## config.mk

```make
export PLATFORM = sky130hd
export DESIGN_NAME = dic_top
export DESIGN_NICKNAME = d
export VERILOG_FILES = /design/src/hdl/dic_pkg.sv /design/src/hdl/dic_sync.sv /design/src/hdl/dic_delay.sv /design/src/hdl/dic_top.sv
export SDC_FILE = /design/constraint.sdc
export NUM_CORES = 2
export LEC_CHECK = 0
export BUFFER_PORTS_ARGS = -buffer_cell sky130_fd_sc_hd__buf_2
export CAP_MARGIN = 20
export CORE_ASPECT_RATIO = 0.6
export CORE_MARGIN = 2
export CORE_UTILIZATION = 49
export DETAILED_ROUTE_END_ITERATION = 10
export PLACE_DENSITY = 0.65
export SYNTH_ARGS = -nofsm -noshare
export SYNTH_HDL_FRONTEND = slang
export SYNTH_SLANG_ARGS = --single-unit
```

## constraint.sdc

```tcl
create_clock -name clk -period 3.5 [get_ports clk]
set_clock_uncertainty 0.05 [all_clocks]
set_input_delay 0 -clock clk [delete_from_list [all_inputs] [get_ports clk]]
set_output_delay 0 -clock clk [all_outputs]
set_load 0.1 [all_outputs]
```

## src/hdl/dic_pkg.sv

```systemverilog
// digital input conditioner: sizes, register map, reset values, function codes
// assumes a 250 MHz system clock and an APB register port
package dic_pkg;
  // ==========================================
  // sizes
  localparam int NUM_IN = 8;
  localparam int NUM_CONTACT = 4;
  localparam int FUNC_W = 16;
  localparam int DLY_W = 16;
  localparam int MSG_W = 8;
  localparam int ADDR_W = 12;
  // ==========================================
  // timing
  localparam int CLK_PERIOD_NS = 4;
  localparam int DELAY_UNIT_MS = 1;
  localparam int TICK_CYCLES = (DELAY_UNIT_MS * 1000000) / CLK_PERIOD_NS;
  // ==========================================
  // register map, byte addresses
  localparam logic [ADDR_W-1:0] OFS_POL_CONTACT = 12'h000;
  localparam logic [ADDR_W-1:0] OFS_POL_AUX = 12'h004;
  localparam logic [ADDR_W-1:0] OFS_FUNC_BASE = 12'h020;
  localparam logic [ADDR_W-1:0] OFS_DLY_BASE = 12'h040;
  localparam logic [ADDR_W-1:0] OFS_MSG_BASE = 12'h060;
  localparam logic [ADDR_W-1:0] OFS_STATE = 12'h080;
  localparam logic [ADDR_W-1:0] OFS_QUAL = 12'h084;
  localparam int OFS_STRIDE = 4;
  // field positions, all fields sit at bit 0
  localparam int FLD_LSB = 0;
  // ==========================================
  // reset values
  localparam logic [NUM_CONTACT-1:0] RST_POL = 4'h0;
  localparam logic [FUNC_W-1:0] RST_FUNC = 16'h0000;
  localparam logic [FUNC_W-1:0] RST_FUNC_IN0 = 16'h2032;
  localparam logic [FUNC_W-1:0] RST_FUNC_IN2 = 16'h4201;
  localparam logic [DLY_W-1:0] RST_DLY = 16'h0000;
  localparam logic [MSG_W-1:0] RST_MSG = 8'h00;
  localparam logic [NUM_IN-1:0] RST_PIN_LEVEL = 8'h7f;
  // ==========================================
  // function codes, held as four bcd digits
  localparam logic [FUNC_W-1:0] FN_UNUSED = 16'h0000;
  localparam logic [FUNC_W-1:0] FN_BRK_CLOSE = 16'h1001;
  localparam logic [FUNC_W-1:0] FN_BRK_OPEN = 16'h1002;
  localparam logic [FUNC_W-1:0] FN_ALARM_RESET = 16'h2001;
  localparam logic [FUNC_W-1:0] FN_REMOTE_START = 16'h2032;
  localparam logic [FUNC_W-1:0] FN_MAN_START = 16'h2033;
  localparam logic [FUNC_W-1:0] FN_MAN_STOP = 16'h2034;
  localparam logic [FUNC_W-1:0] FN_MODE_OFF = 16'h2271;
  localparam logic [FUNC_W-1:0] FN_MODE_MAN = 16'h2272;
  localparam logic [FUNC_W-1:0] FN_MODE_AUTO = 16'h2273;
  localparam logic [FUNC_W-1:0] FN_SPEED_UP = 16'h2371;
  localparam logic [FUNC_W-1:0] FN_SPEED_DOWN = 16'h2372;
  localparam logic [FUNC_W-1:0] FN_SPEED_RESET = 16'h2373;
  localparam logic [FUNC_W-1:0] FN_PANEL_LOCK = 16'h2511;
  localparam logic [FUNC_W-1:0] FN_REMOTE_LOCK = 16'h2512;
  localparam logic [FUNC_W-1:0] FN_BRK_STATUS = 16'h3001;
  localparam logic [FUNC_W-1:0] FN_FUEL_START = 16'h3301;
  localparam logic [FUNC_W-1:0] FN_FUEL_STOP = 16'h3302;
  localparam logic [FUNC_W-1:0] FN_RED_START = 16'h3311;
  localparam logic [FUNC_W-1:0] FN_RED_STOP = 16'h3312;
  localparam logic [FUNC_W-1:0] FN_PRE_GEN = 16'h4001;
  localparam logic [FUNC_W-1:0] FN_DEACT_GEN = 16'h4003;
  localparam logic [FUNC_W-1:0] FN_SHUT_GEN = 16'h4004;
  localparam logic [FUNC_W-1:0] FN_PRE_OIL = 16'h4011;
  localparam logic [FUNC_W-1:0] FN_DEACT_OIL = 16'h4013;
  localparam logic [FUNC_W-1:0] FN_SHUT_OIL = 16'h4014;
  localparam logic [FUNC_W-1:0] FN_PRE_LOAD = 16'h4021;
  localparam logic [FUNC_W-1:0] FN_DEACT_LOAD = 16'h4023;
  localparam logic [FUNC_W-1:0] FN_SHUT_LOAD = 16'h4024;
  localparam logic [FUNC_W-1:0] FN_PRE_FUEL = 16'h4031;
  localparam logic [FUNC_W-1:0] FN_DEACT_FUEL = 16'h4033;
  localparam logic [FUNC_W-1:0] FN_SHUT_FUEL = 16'h4034;
  localparam logic [FUNC_W-1:0] FN_PRE_PUMP = 16'h4051;
  localparam logic [FUNC_W-1:0] FN_EMERG_STOP = 16'h4201;
  localparam logic [FUNC_W-1:0] FN_FUEL_LOW_SHUT = 16'h4211;
  localparam logic [FUNC_W-1:0] FN_FUEL_LOW_PRE = 16'h4212;
  localparam logic [FUNC_W-1:0] FN_FUEL_HIGH_PRE = 16'h4213;
  localparam logic [FUNC_W-1:0] FN_OIL_LOW_SHUT = 16'h4221;
  localparam logic [FUNC_W-1:0] FN_OIL_LOW_PRE = 16'h4222;
  localparam logic [FUNC_W-1:0] FN_COOL_HIGH_PRE = 16'h4231;
  localparam logic [FUNC_W-1:0] FN_COOL_HIGH_SHUT = 16'h4232;
  localparam logic [FUNC_W-1:0] FN_OVERLOAD = 16'h4241;
  localparam logic [FUNC_W-1:0] FN_OVERSPEED = 16'h4251;
  // ==========================================
  // which functions use the message setting
  function automatic logic fn_uses_msg(input logic [FUNC_W-1:0] code);
    case (code)
      FN_PRE_GEN, FN_DEACT_GEN, FN_SHUT_GEN, FN_PRE_OIL, FN_DEACT_OIL, FN_SHUT_OIL,
      FN_PRE_LOAD, FN_DEACT_LOAD, FN_SHUT_LOAD, FN_PRE_FUEL, FN_DEACT_FUEL, FN_SHUT_FUEL,
      FN_PRE_PUMP, FN_EMERG_STOP, FN_FUEL_LOW_SHUT, FN_FUEL_LOW_PRE, FN_FUEL_HIGH_PRE,
      FN_OIL_LOW_SHUT, FN_OIL_LOW_PRE, FN_COOL_HIGH_PRE, FN_COOL_HIGH_SHUT, FN_OVERLOAD,
      FN_OVERSPEED: return 1'b1;
      default: return 1'b0;
    endcase
  endfunction
  // which functions use the delay setting
  function automatic logic fn_uses_delay(input logic [FUNC_W-1:0] code);
    return fn_uses_msg(code) || (code == FN_REMOTE_START) || (code == FN_BRK_STATUS);
  endfunction
endpackage

```

## src/hdl/dic_sync.sv

```systemverilog
// two-stage synchroniser for the input pin levels
// assumes asynchronous pins and one system clock
`timescale 1ns/1ns
module dic_sync
  import dic_pkg::*;
#(
  parameter int WIDTH = NUM_IN
) (
  input logic clk,
  input logic rst_n,
  input logic [WIDTH-1:0] din,
  output logic [WIDTH-1:0] dout
);
  // ==========================================
  // state
  typedef struct packed {
    logic [WIDTH-1:0] s1;
    logic [WIDTH-1:0] s2;
  } dic_sync_s;
  dic_sync_s r;
  dic_sync_s next_r;

  always_comb begin
    next_r.s1 = din;
    next_r.s2 = r.s1;
  end

  always_ff @(posedge clk or negedge rst_n) begin
    if (!rst_n) begin
      r <= {WIDTH'(RST_PIN_LEVEL), WIDTH'(RST_PIN_LEVEL)};
    end else begin
      r <= next_r;
    end
  end

  assign dout = r.s2;
endmodule

```

## src/hdl/dic_delay.sv

```systemverilog
// activation delay timer for one conditioned input
// assumes a one-cycle tick per delay unit from the same clock
`timescale 1ns/1ns
module dic_delay
  import dic_pkg::*;
(
  input logic clk,
  input logic rst_n,
  input logic active,
  input logic useDelay,
  input logic tick,
  input logic [DLY_W-1:0] delay,
  output logic qual
);
  // ==========================================
  // state
  typedef struct packed {
    logic [DLY_W:0] cnt;
    logic qual;
  } dic_delay_s;
  dic_delay_s r;
  dic_delay_s next_r;
  logic done;

  // cnt above delay means a full delay of whole ticks has passed
  assign done = (delay == '0) || (r.cnt > {1'b0, delay});

  always_comb begin
    next_r = r;
    if (!active || !useDelay) begin
      next_r.cnt = '0; // see RULE_18
    end else if (tick && !done) begin
      next_r.cnt = r.cnt + (DLY_W+1)'(1);
    end
    next_r.qual = active && (!useDelay || done); // see RULE_18
  end

  always_ff @(posedge clk or negedge rst_n) begin
    if (!rst_n) begin
      r <= '0;
    end else begin
      r <= next_r;
    end
  end

  assign qual = r.qual;
endmodule

```

## src/hdl/dic_top.sv

```systemverilog
// digital input conditioner: polarity, function select, delay and message
// assumes an APB master on clk and contact levels arriving asynchronously
//
// Functional notes
// RULE_01: tied low or alternator high means active
// RULE_02: one polarity bit per input inverts sense
// RULE_03: contacts in one word, others in second; here inputs 0-3 sit in polContact, contacts 4-6 and the alternator in polAux
// RULE_04: all polarity bits reset to zero
// RULE_05: each input holds function, delay, message
// RULE_06: delay and message only where function uses
// RULE_07: function zero drives nothing
// RULE_08: remote start, breaker status: delay only
// RULE_09: generic alarm codes: delay and message
// RULE_10: emergency stop: delay and message
// RULE_11: engine alarm codes: delay and message
// RULE_12: mode codes: off, manual, auto, undelayed
// RULE_13: speed codes: up, down, reset, undelayed
// RULE_14: breaker close and open requests, undelayed
// RULE_15: fuel and reductant pump levels, undelayed
// RULE_16: panel and remote locks while active
// RULE_17: alarm reset, manual start and stop
// RULE_18: delay needs continuous activity, restarts
//
// Our own choices: the register offsets and register access over APB.
`timescale 1ns/1ns
module dic_top
  import dic_pkg::*;
#(
  parameter int TICK_LEN = TICK_CYCLES
) (
  input logic clk,
  input logic rst_n,
  input logic psel,
  input logic penable,
  input logic pwrite,
  input logic [ADDR_W-1:0] paddr,
  input logic [31:0] pwdata,
  output logic [31:0] prdata,
  output logic pready,
  output logic pslverr,
  input logic [NUM_IN-2:0] contactLevel,
  input logic alternatorLevel,
  output logic modeOff,
  output logic modeMan,
  output logic modeAuto,
  output logic speedUp,
  output logic speedDown,
  output logic speedReset,
  output logic breakerClose,
  output logic breakerOpen,
  output logic fuelPumpStart,
  output logic fuelPumpStop,
  output logic reductantPumpStart,
  output logic reductantPumpStop,
  output logic panelLock,
  output logic remoteLock,
  output logic alarmReset,
  output logic manualStart,
  output logic manualStop,
  output logic remoteStart,
  output logic breakerStatus,
  output logic preAlarm,
  output logic deactivation,
  output logic shutdown,
  output logic emergencyStop,
  output logic fuelLowShutdown,
  output logic fuelLowPreAlarm,
  output logic fuelHighPreAlarm,
  output logic oilLowShutdown,
  output logic oilLowPreAlarm,
  output logic coolantHighPreAlarm,
  output logic coolantHighShutdown,
  output logic overload,
  output logic overspeed,
  output logic alarmMsgValid,
  output logic [MSG_W-1:0] alarmMsgIndex
);
  // ==========================================
  // state
  typedef struct packed {
    logic [NUM_CONTACT-1:0] polContact;
    logic [NUM_IN-NUM_CONTACT-1:0] polAux;
    logic [NUM_IN-1:0][FUNC_W-1:0] func;
    logic [NUM_IN-1:0][DLY_W-1:0] dly;
    logic [NUM_IN-1:0][MSG_W-1:0] msg;
    logic [31:0] tickCnt;
    logic tick;
    logic [31:0] prdata;
    logic pready;
    logic pslverr;
    logic [31:0] cmd;
    logic msgValid;
    logic [MSG_W-1:0] msgIndex;
  } dic_top_s;

  function automatic dic_top_s rst_value();
    dic_top_s v;
    v = '0;
    v.polContact = RST_POL; // see RULE_04
    v.polAux = RST_POL; // see RULE_04
    for (int i = 0; i < NUM_IN; i++) begin
      v.func[i] = RST_FUNC;
      v.dly[i] = RST_DLY;
      v.msg[i] = RST_MSG;
    end
    v.func[0] = RST_FUNC_IN0;
    v.func[2] = RST_FUNC_IN2;
    return v;
  endfunction
  localparam dic_top_s RST_STATE = rst_value();

  dic_top_s r;
  dic_top_s next_r;
  logic [NUM_IN-1:0] pinLevel;
  logic [NUM_IN-1:0] physActive;
  logic [NUM_IN-1:0] logicIn;
  logic [NUM_IN-1:0] useDelay;
  logic [NUM_IN-1:0] useMsg;
  logic [NUM_IN-1:0] qualVec;
  logic setupPh;
  logic writeAcc;

  // ==========================================
  // input conditioning
  dic_sync #(.WIDTH(NUM_IN)) uSync (
    .clk(clk),
    .rst_n(rst_n),
    .din({alternatorLevel, contactLevel}),
    .dout(pinLevel)
  );

  // contacts pull low when active, alternator sense drives high
  assign physActive = {pinLevel[NUM_IN-1], ~pinLevel[NUM_IN-2:0]}; // see RULE_01
  assign logicIn = physActive ^ {r.polAux, r.polContact}; // see RULE_02

  for (genvar gi = 0; gi < NUM_IN; gi++) begin : gInput
    assign useDelay[gi] = fn_uses_delay(r.func[gi]); // see RULE_06
    assign useMsg[gi] = fn_uses_msg(r.func[gi]); // see RULE_06
    dic_delay uDelay (
      .clk(clk),
      .rst_n(rst_n),
      .active(logicIn[gi]),
      .useDelay(useDelay[gi]),
      .tick(r.tick),
      .delay(r.dly[gi]),
      .qual(qualVec[gi])
    );
  end

  // any input whose function matches the code and is qualified
  function automatic logic hit(input logic [FUNC_W-1:0] code);
    logic h;
    h = 1'b0;
    if (code != FN_UNUSED) begin // see RULE_07
      for (int i = 0; i < NUM_IN; i++) begin
        h = h | ((r.func[i] == code) && qualVec[i]);
      end
    end
    return h;
  endfunction

  assign setupPh = psel && !penable;
  assign writeAcc = psel && penable && pwrite && r.pready && !r.pslverr;

  // ==========================================
  // next state
  always_comb begin
    next_r = r;
    // delay unit prescaler
    next_r.tick = (r.tickCnt == 32'(TICK_LEN - 1));
    next_r.tickCnt = next_r.tick ? '0 : r.tickCnt + 32'h1;
    // apb: decode in setup, answer in access
    next_r.pready = setupPh;
    next_r.pslverr = 1'b0;
    if (setupPh) begin
      next_r.prdata = '0;
      next_r.pslverr = 1'b1;
      if (paddr == OFS_POL_CONTACT) begin
        next_r.prdata[FLD_LSB +: NUM_CONTACT] = r.polContact; // see RULE_03
        next_r.pslverr = 1'b0;
      end
      if (paddr == OFS_POL_AUX) begin
        next_r.prdata[FLD_LSB +: NUM_IN-NUM_CONTACT] = r.polAux; // see RULE_03
        next_r.pslverr = 1'b0;
      end
      if (paddr == OFS_STATE) begin
        next_r.prdata[FLD_LSB +: NUM_IN] = logicIn;
        next_r.pslverr = 1'b0;
      end
      if (paddr == OFS_QUAL) begin
        next_r.prdata[FLD_LSB +: NUM_IN] = qualVec;
        next_r.pslverr = 1'b0;
      end
      for (int i = 0; i < NUM_IN; i++) begin
        if (paddr == OFS_FUNC_BASE + ADDR_W'(i * OFS_STRIDE)) begin
          next_r.prdata[FLD_LSB +: FUNC_W] = r.func[i];
          next_r.pslverr = 1'b0;
        end
        if (paddr == OFS_DLY_BASE + ADDR_W'(i * OFS_STRIDE)) begin
          next_r.prdata[FLD_LSB +: DLY_W] = r.dly[i];
          next_r.pslverr = 1'b0;
        end
        if (paddr == OFS_MSG_BASE + ADDR_W'(i * OFS_STRIDE)) begin
          next_r.prdata[FLD_LSB +: MSG_W] = r.msg[i];
          next_r.pslverr = 1'b0;
        end
      end
    end
    if (writeAcc) begin
      if (paddr == OFS_POL_CONTACT) begin
        next_r.polContact = pwdata[FLD_LSB +: NUM_CONTACT]; // see RULE_03
      end
      if (paddr == OFS_POL_AUX) begin
        next_r.polAux = pwdata[FLD_LSB +: NUM_IN-NUM_CONTACT]; // see RULE_03
      end
      for (int i = 0; i < NUM_IN; i++) begin
        if (paddr == OFS_FUNC_BASE + ADDR_W'(i * OFS_STRIDE)) begin
          next_r.func[i] = pwdata[FLD_LSB +: FUNC_W]; // see RULE_05
        end
        if (paddr == OFS_DLY_BASE + ADDR_W'(i * OFS_STRIDE)) begin
          next_r.dly[i] = pwdata[FLD_LSB +: DLY_W]; // see RULE_05
        end
        if (paddr == OFS_MSG_BASE + ADDR_W'(i * OFS_STRIDE)) begin
          next_r.msg[i] = pwdata[FLD_LSB +: MSG_W]; // see RULE_05
        end
      end
    end
    // function outputs
    next_r.cmd = '0;
    next_r.cmd[0] = hit(FN_MODE_OFF); // see RULE_12
    next_r.cmd[1] = hit(FN_MODE_MAN); // see RULE_12
    next_r.cmd[2] = hit(FN_MODE_AUTO); // see RULE_12
    next_r.cmd[3] = hit(FN_SPEED_UP); // see RULE_13
    next_r.cmd[4] = hit(FN_SPEED_DOWN); // see RULE_13
    next_r.cmd[5] = hit(FN_SPEED_RESET); // see RULE_13
    next_r.cmd[6] = hit(FN_BRK_CLOSE); // see RULE_14
    next_r.cmd[7] = hit(FN_BRK_OPEN); // see RULE_14
    next_r.cmd[8] = hit(FN_FUEL_START); // see RULE_15
    next_r.cmd[9] = hit(FN_FUEL_STOP); // see RULE_15
    next_r.cmd[10] = hit(FN_RED_START); // see RULE_15
    next_r.cmd[11] = hit(FN_RED_STOP); // see RULE_15
    next_r.cmd[12] = hit(FN_PANEL_LOCK); // see RULE_16
    next_r.cmd[13] = hit(FN_REMOTE_LOCK); // see RULE_16
    next_r.cmd[14] = hit(FN_ALARM_RESET); // see RULE_17
    next_r.cmd[15] = hit(FN_MAN_START); // see RULE_17
    next_r.cmd[16] = hit(FN_MAN_STOP); // see RULE_17
    next_r.cmd[17] = hit(FN_REMOTE_START); // see RULE_08
    next_r.cmd[18] = hit(FN_BRK_STATUS); // see RULE_08
    next_r.cmd[19] = hit(FN_PRE_GEN) | hit(FN_PRE_OIL) | hit(FN_PRE_LOAD) | hit(FN_PRE_FUEL)
      | hit(FN_PRE_PUMP); // see RULE_09
    next_r.cmd[20] = hit(FN_DEACT_GEN) | hit(FN_DEACT_OIL) | hit(FN_DEACT_LOAD)
      | hit(FN_DEACT_FUEL); // see RULE_09
    next_r.cmd[21] = hit(FN_SHUT_GEN) | hit(FN_SHUT_OIL) | hit(FN_SHUT_LOAD) | hit(FN_SHUT_FUEL); // see RULE_09
    next_r.cmd[22] = hit(FN_EMERG_STOP); // see RULE_10
    next_r.cmd[23] = hit(FN_FUEL_LOW_SHUT); // see RULE_11
    next_r.cmd[24] = hit(FN_FUEL_LOW_PRE); // see RULE_11
    next_r.cmd[25] = hit(FN_FUEL_HIGH_PRE); // see RULE_11
    next_r.cmd[26] = hit(FN_OIL_LOW_SHUT); // see RULE_11
    next_r.cmd[27] = hit(FN_OIL_LOW_PRE); // see RULE_11
    next_r.cmd[28] = hit(FN_COOL_HIGH_PRE); // see RULE_11
    next_r.cmd[29] = hit(FN_COOL_HIGH_SHUT); // see RULE_11
    next_r.cmd[30] = hit(FN_OVERLOAD); // see RULE_11
    next_r.cmd[31] = hit(FN_OVERSPEED); // see RULE_11
    // message of the lowest qualified input that uses one
    next_r.msgValid = 1'b0;
    next_r.msgIndex = '0;
    for (int i = NUM_IN - 1; i >= 0; i--) begin
      if (useMsg[i] && qualVec[i]) begin
        next_r.msgValid = 1'b1; // see RULE_06
        next_r.msgIndex = r.msg[i]; // see RULE_10
      end
    end
  end

  always_ff @(posedge clk or negedge rst_n) begin
    if (!rst_n) begin
      r <= RST_STATE;
    end else begin
      r <= next_r;
    end
  end

  // ==========================================
  // outputs
  assign prdata = r.prdata;
  assign pready = r.pready;
  assign pslverr = r.pslverr;
  assign {overspeed, overload, coolantHighShutdown, coolantHighPreAlarm, oilLowPreAlarm, oilLowShutdown,
    fuelHighPreAlarm, fuelLowPreAlarm, fuelLowShutdown, emergencyStop, shutdown, deactivation, preAlarm,
    breakerStatus, remoteStart, manualStop, manualStart, alarmReset, remoteLock, panelLock,
    reductantPumpStop, reductantPumpStart, fuelPumpStop, fuelPumpStart, breakerOpen, breakerClose,
    speedReset, speedDown, speedUp, modeAuto, modeMan, modeOff} = r.cmd;
  assign alarmMsgValid = r.msgValid;
  assign alarmMsgIndex = r.msgIndex;
endmodule

```

; After elaboration in Yosys (flattened, before gate mapping)
; Index checks and enable logic that the tools add are counted.
[word_totals]
reg_bits = 580
inputBits = 57
output_inout_bits = 75
wordCells = 1313
[classes]
n_addsub = 9
n_lt_le_gt_ge = 8
n_eq_ne = 364
mux = 92
bitwise = 306
n_reduce_logical = 482
[op_table]
columns = operator, n
row1 = $eq A16 B15 Y1 const B, 184
row2 = $eq A16 B14 Y1 const B, 136
row3 = $logic_and A1 B1 Y1, 365
row4 = $or A1 B1 Y1, 304
row5 = $mux W16, 18
row6 = $mux W17, 16
row7 = $eq A16 B13 Y1 const B, 16
row8 = $eq A12 B7 Y1 const B, 16
row9 = $reduce_or A23 Y1, 8
row10 = $add A17 B1 Y17 const B, 8
row11 = $gt A17 B16 Y1, 8
row12 = $logic_not A16 Y1, 8
row13 = $eq A12 B6 Y1 const B, 8
row14 = $mux W8, 10
row15 = $mux W9, 8
row16 = $reduce_and A2 Y1, 26
row17 = $logic_or A1 B1 Y1, 40
row18 = $mux W1, 37
row19 = $add A32 B1 Y32 const B, 1
row20 = $eq A32 B18 Y1 const B, 1
row21 = $mux W32, 1
row22 = $logic_not A1 Y1, 26
row23 = $eq A12 B8 Y1 const B, 2
row24 = $reduce_bool A2 Y1, 8
row25 = 5 further kinds, 6

; Logic depth before layout (Yosys ltp)
[logic_depth]
word_depth = 31
ltp_mapped = 12
mapped_depth_nobuf = 10

; By module
; A second synthesis with hierarchy kept.
[unflattened]
cells_unflattened = 4073
area_unflattened_um2 = 38257.9
[by_module_without_submodules]
columns = mod, instances, cells_each, area_each_um2, seq_area_each_um2
row1 = dic_top, 1, 2584, 25126.6, 10518.8
row2 = dic_delay (gInput[0].uDelay ...), 7, 183, 1586.5, 450.4
row3 = dic_delay (gInput[4].uDelay), 1, 192, 1607.8, 450.4
row4 = dic_sync, 1, 16, 417.9, 417.9

; Worst setup path after synthesis
; OpenSTA, ideal clock, no wires.
[synth_timing]
kind = register -> register
startpoint = reg r, in the netlist pready
endpoint = reg r[376] in the netlist's numbering
setup_time_ps = 125
t_arrival_ps = 2902
t_required_ps = 3325
path_slack_ps = 424
stages_incl_launch_ff = 8
n_path_buf = 3
synth_period_minus_slack_ps = 3076
cell_sequence = dfrtp_1 > nand4_1 > or2_2 > clkbuf_1 > buf_1 > nor2_1 > buf_2 > mux2_2
[synth_via]
elab_chain_len = 3
[synth_rtl]
columns = element, line_no
row1 = from (decl), dic_top.sv:112  ; dic_top_s r;
row2 = from (signal assigned), dic_top.sv:279  ; r <= next_r;
row3 = $logic_and A1 B1 Y1 (2 in a row), dic_top.sv:163  ; assign writeAcc = psel && penable && pwrite && r.pready && !r.pslverr;
row4 = $reduce_and A2 Y1 (no source line), -
; Every way passes these cells.
; A chain may end at the register's enable or synchronous reset.

==> impl_metrics.json <==
{
  "status": "completed",
  "post_dp_cell_area_um2": 38520,
  "final_max_slew_viol_count": 0,
  "synth.area.top_cells": "dfrtp_1 39%, mux2_2 6.5%, ha_1 4.8%",
  "synth_edf_count": 0,
  "cts_inserted_buffers": 56,
  "syn_inst": 3894,
  "relSlewSlack": 0.1931,
  "initial_core_util": 0.4974,
  "hold_path_class": "input pin to flop",
  "async_reset_ff_frac": 1.000,
  "cts_max_level": 2,
  "antenna_found_initial": 9,
  "postSynthAreaPerCell_um2": 9.220,
  "routed-via-count": 34114,
  "clk_latency_ns": 0.67,
  "clkSlewWorstSetupHoldPaths_ns": 0.07,
  "nFillCells": 6479,
  "area_growth_pct": 13.97,
  "crit_path_end_kind": "flop",
  "maxCapViolations": 0,
  "synth_top_cell_by_area": "dfrtp_1",
  "pin_count": 132,
  "dp_hpwl_um": 121600,
  "yosysSeqAreaShare": 0.4050,
  "synthFlopType": "dfrtp_1",
  "drtAntennaViolNets": 0,
  "leakage_nw": 18.02,
  "post_cts_buffers": 0,
  "yosysUniqueCellTypes": 109,
  "synth.most_common_cell": "dfrtp_1",
  "clk_path_buf_depth": 3,
  "cts_sinks": 580,
  "place_ws_ns": 0.1662,
  "finalPower_mw": 14.34,
  "power_density_nw_per_um2": 350.5,
  "worstPathMaxFanout": 13,
  "post-route-cell-area_um2": 40920,
  "hold_violations": 0,
  "critical_path_arrival_ns": 3.80,
  "cp-start-kind": "flop",
  "critPathRequiredTime_ns": 3.98,
  "rows": 76,
  "drive_gt1_frac": 0.1851,
  "grt_max_degree": 94,
  "cts_tree": "yes",
  "gp_congestion": 1.114,
  "timing.fmax_mhz": 301.8,
  "worst_slack_ns": 0.1865,
  "dr.pass1.iters": 8,
  "core_um2": 72170,
  "worstSetupPathType": "flop to flop",
  "vias_per_cell": 6.631,
  "die_h_um": 213.7,
  "wl_um": 158700,
  "yosysTopAreaCellShare": 0.3896,
  "final_nets": 4307,
  "grt_pass1_wl_um": 227100,
  "rsz0062_at_grt": "false",
  "setup-violations-final": 0,
  "dieArea_um2": 75520,
  "fin_crit_sh": 0.9467,
  "die_w_um": 353.5,
  "peakVddDrop_v": 0.0003889,
  "syn-cell-area_um2": 35900,
  "worstMarginPinSlew_ns": 1.210,
  "clockRootBuffer": "clkbuf_16",
  "drc": 0,
  "grt_pass1_vias": 31554,
  "hold-worst-slack_ns": 0.02295,
  "synth-seq-cells": 580,
  "grtUsageTotal": 0.4157,
  "tns_ns": 0,
  "ys_warn_count": 0,
  "detail_route.wl_per_cell_um": 30.85,
  "yosys-top-cells-count": "559 x dfrtp_1, 380 x nand2_1, 304 x nor2_1, 229 x o21ai_0, 206 x mux2_2",
  "portBuffers": 99,
  "drtIter0Drc": 5231,
  "finalCriticalPeriod_ns": 3.314,
  "grt_overflow": 0
}
==> critical path, stage by stage, from the launching register on <==
cell and delay [ns]:
dfrtp_1 0.55, or3b_1 0.50, o31a_1 0.30, or4_4 0.44, a21boi_4 0.37, nor2b_1 0.19, a31oi_1 0.10, a211oi_1 0.56
o31ai_1 0.11
==> logic make-up after synthesis <==
kind of cell,Yosys count,share of synthesized area
XOR/XNOR,143,0.03489
AO/OA/AOI/OAI,849,0.1606
multiplexers,240,0.07444
buffers and inverters,448,0.05454
other,1,0.0001045
AND/OR/NAND/NOR,1495,0.2225
adder cells (fa/ha/maj),138,0.04802
flip-flops,580,0.4050
==> per-stage QoR <==
step / util / instances
2_1_floorplan: - / 3909
3_3_place_gp: 0.5337 / 4995
3_5_place_dp: 0.5337 / 4995
4_1_cts: 0.5664 / 5135
5_1_grt: 0.5666 / 5135
6_report: 0.5669 / 5145
==> worst paths after layout <==
path                       depth (start not counted)                     to            start  slack, ns
max reg2reg                                        8       alarmMsgIndex[5]           r[382]       0.19
min reg2reg                                        0          uSync.dout[7]  uSync.next_r[7]       0.30
max in group asynchronous                          4          uSync.dout[1]            rst_n       2.73
min in group asynchronous                          3  gInput[7].uDelay.r[6]            rst_n       0.06
max                                                8       alarmMsgIndex[5]           r[382]       0.19
min                                                5              prdata[3]          penable       0.02
==> per-layer routing <==
layer | wire length [um] | global-route usage | share of wire | vias to the layer above
met3 | 25070 | 0.1891 | 0.16 | 295
met2 | 58730 | 0.5337 | 0.37 | 2245
met4 | 4662 | 0.1099 | 0.029 | 6
met1 | 70200 | 0.6177 | 0.44 | 16858
met5 | 40 | 0 | 0.00025 | -
li1 | - | - | - | 14710
==> sequential cells by signal, summed over array words and instances, names as in the netlist, 8 cells and up <==
signal and flops:
gInput.uDelay.qual 8, r 361, alarmMsgIndex 8, gInput.uDelay.r 136
uSync.next_r 8, uSync.dout 8, prdata 16
==> cell type report <==
type,instances,area (um2),area share
multi-input cells,2881,19480,0.4762
flip-flops and latches,580,14540,0.3554
repair buffers,388,2880,0.07039
clock buffers,77,1570,0.03838
well taps,975,1220,0.02981
inverters,206,773.2,0.01890
clock inverters,28,422.9,0.01034
diodes,10,25.02,0.0006116
==> where the power goes <==
part	total (mW)	internal, mW	switching, mW
combinational	0.875	0.160	0.715
sequential	6.78	6.74	0.0426
clock	6.69	3.77	2.91
total	14.3	10.7	3.67
==> cells in the final DEF, fill, tap and decap left out, types with 22 or more instances in the layout <==
master	count
a31oi_1	34
a221oi_1	51
nor2_1	304
mux2i_1	24
and3_1	50
o221ai_1	25
buf_4	246
nand3_1	154
nor4_1	76
nor3_1	95
clkbuf_16	56
nand2_1	380
a21oi_1	126
a21o_1	29
inv_1	203
xnor2_1	92
nor4b_1	25
a211oi_1	39
buf_2	98
o22ai_1	62
nand2b_1	42
ha_1	137
nor2b_1	47
dlygate4sd3_1	34
a22oi_1	26
o211ai_1	22
xor2_1	51
o21ai_0	229
mux2_2	206
nand4_1	84
dfrtp_1	559
or3_1	42
==> repair_timing <==
action | 4_1_cts | 5_1_grt
setup endpoints to repair | 0 | 6
endpoints found under the hold margin | 605 | 0
hold buffers | 35 | 0
gates resized for setup | 0 | 1
(Power assumes the default switching activity.)
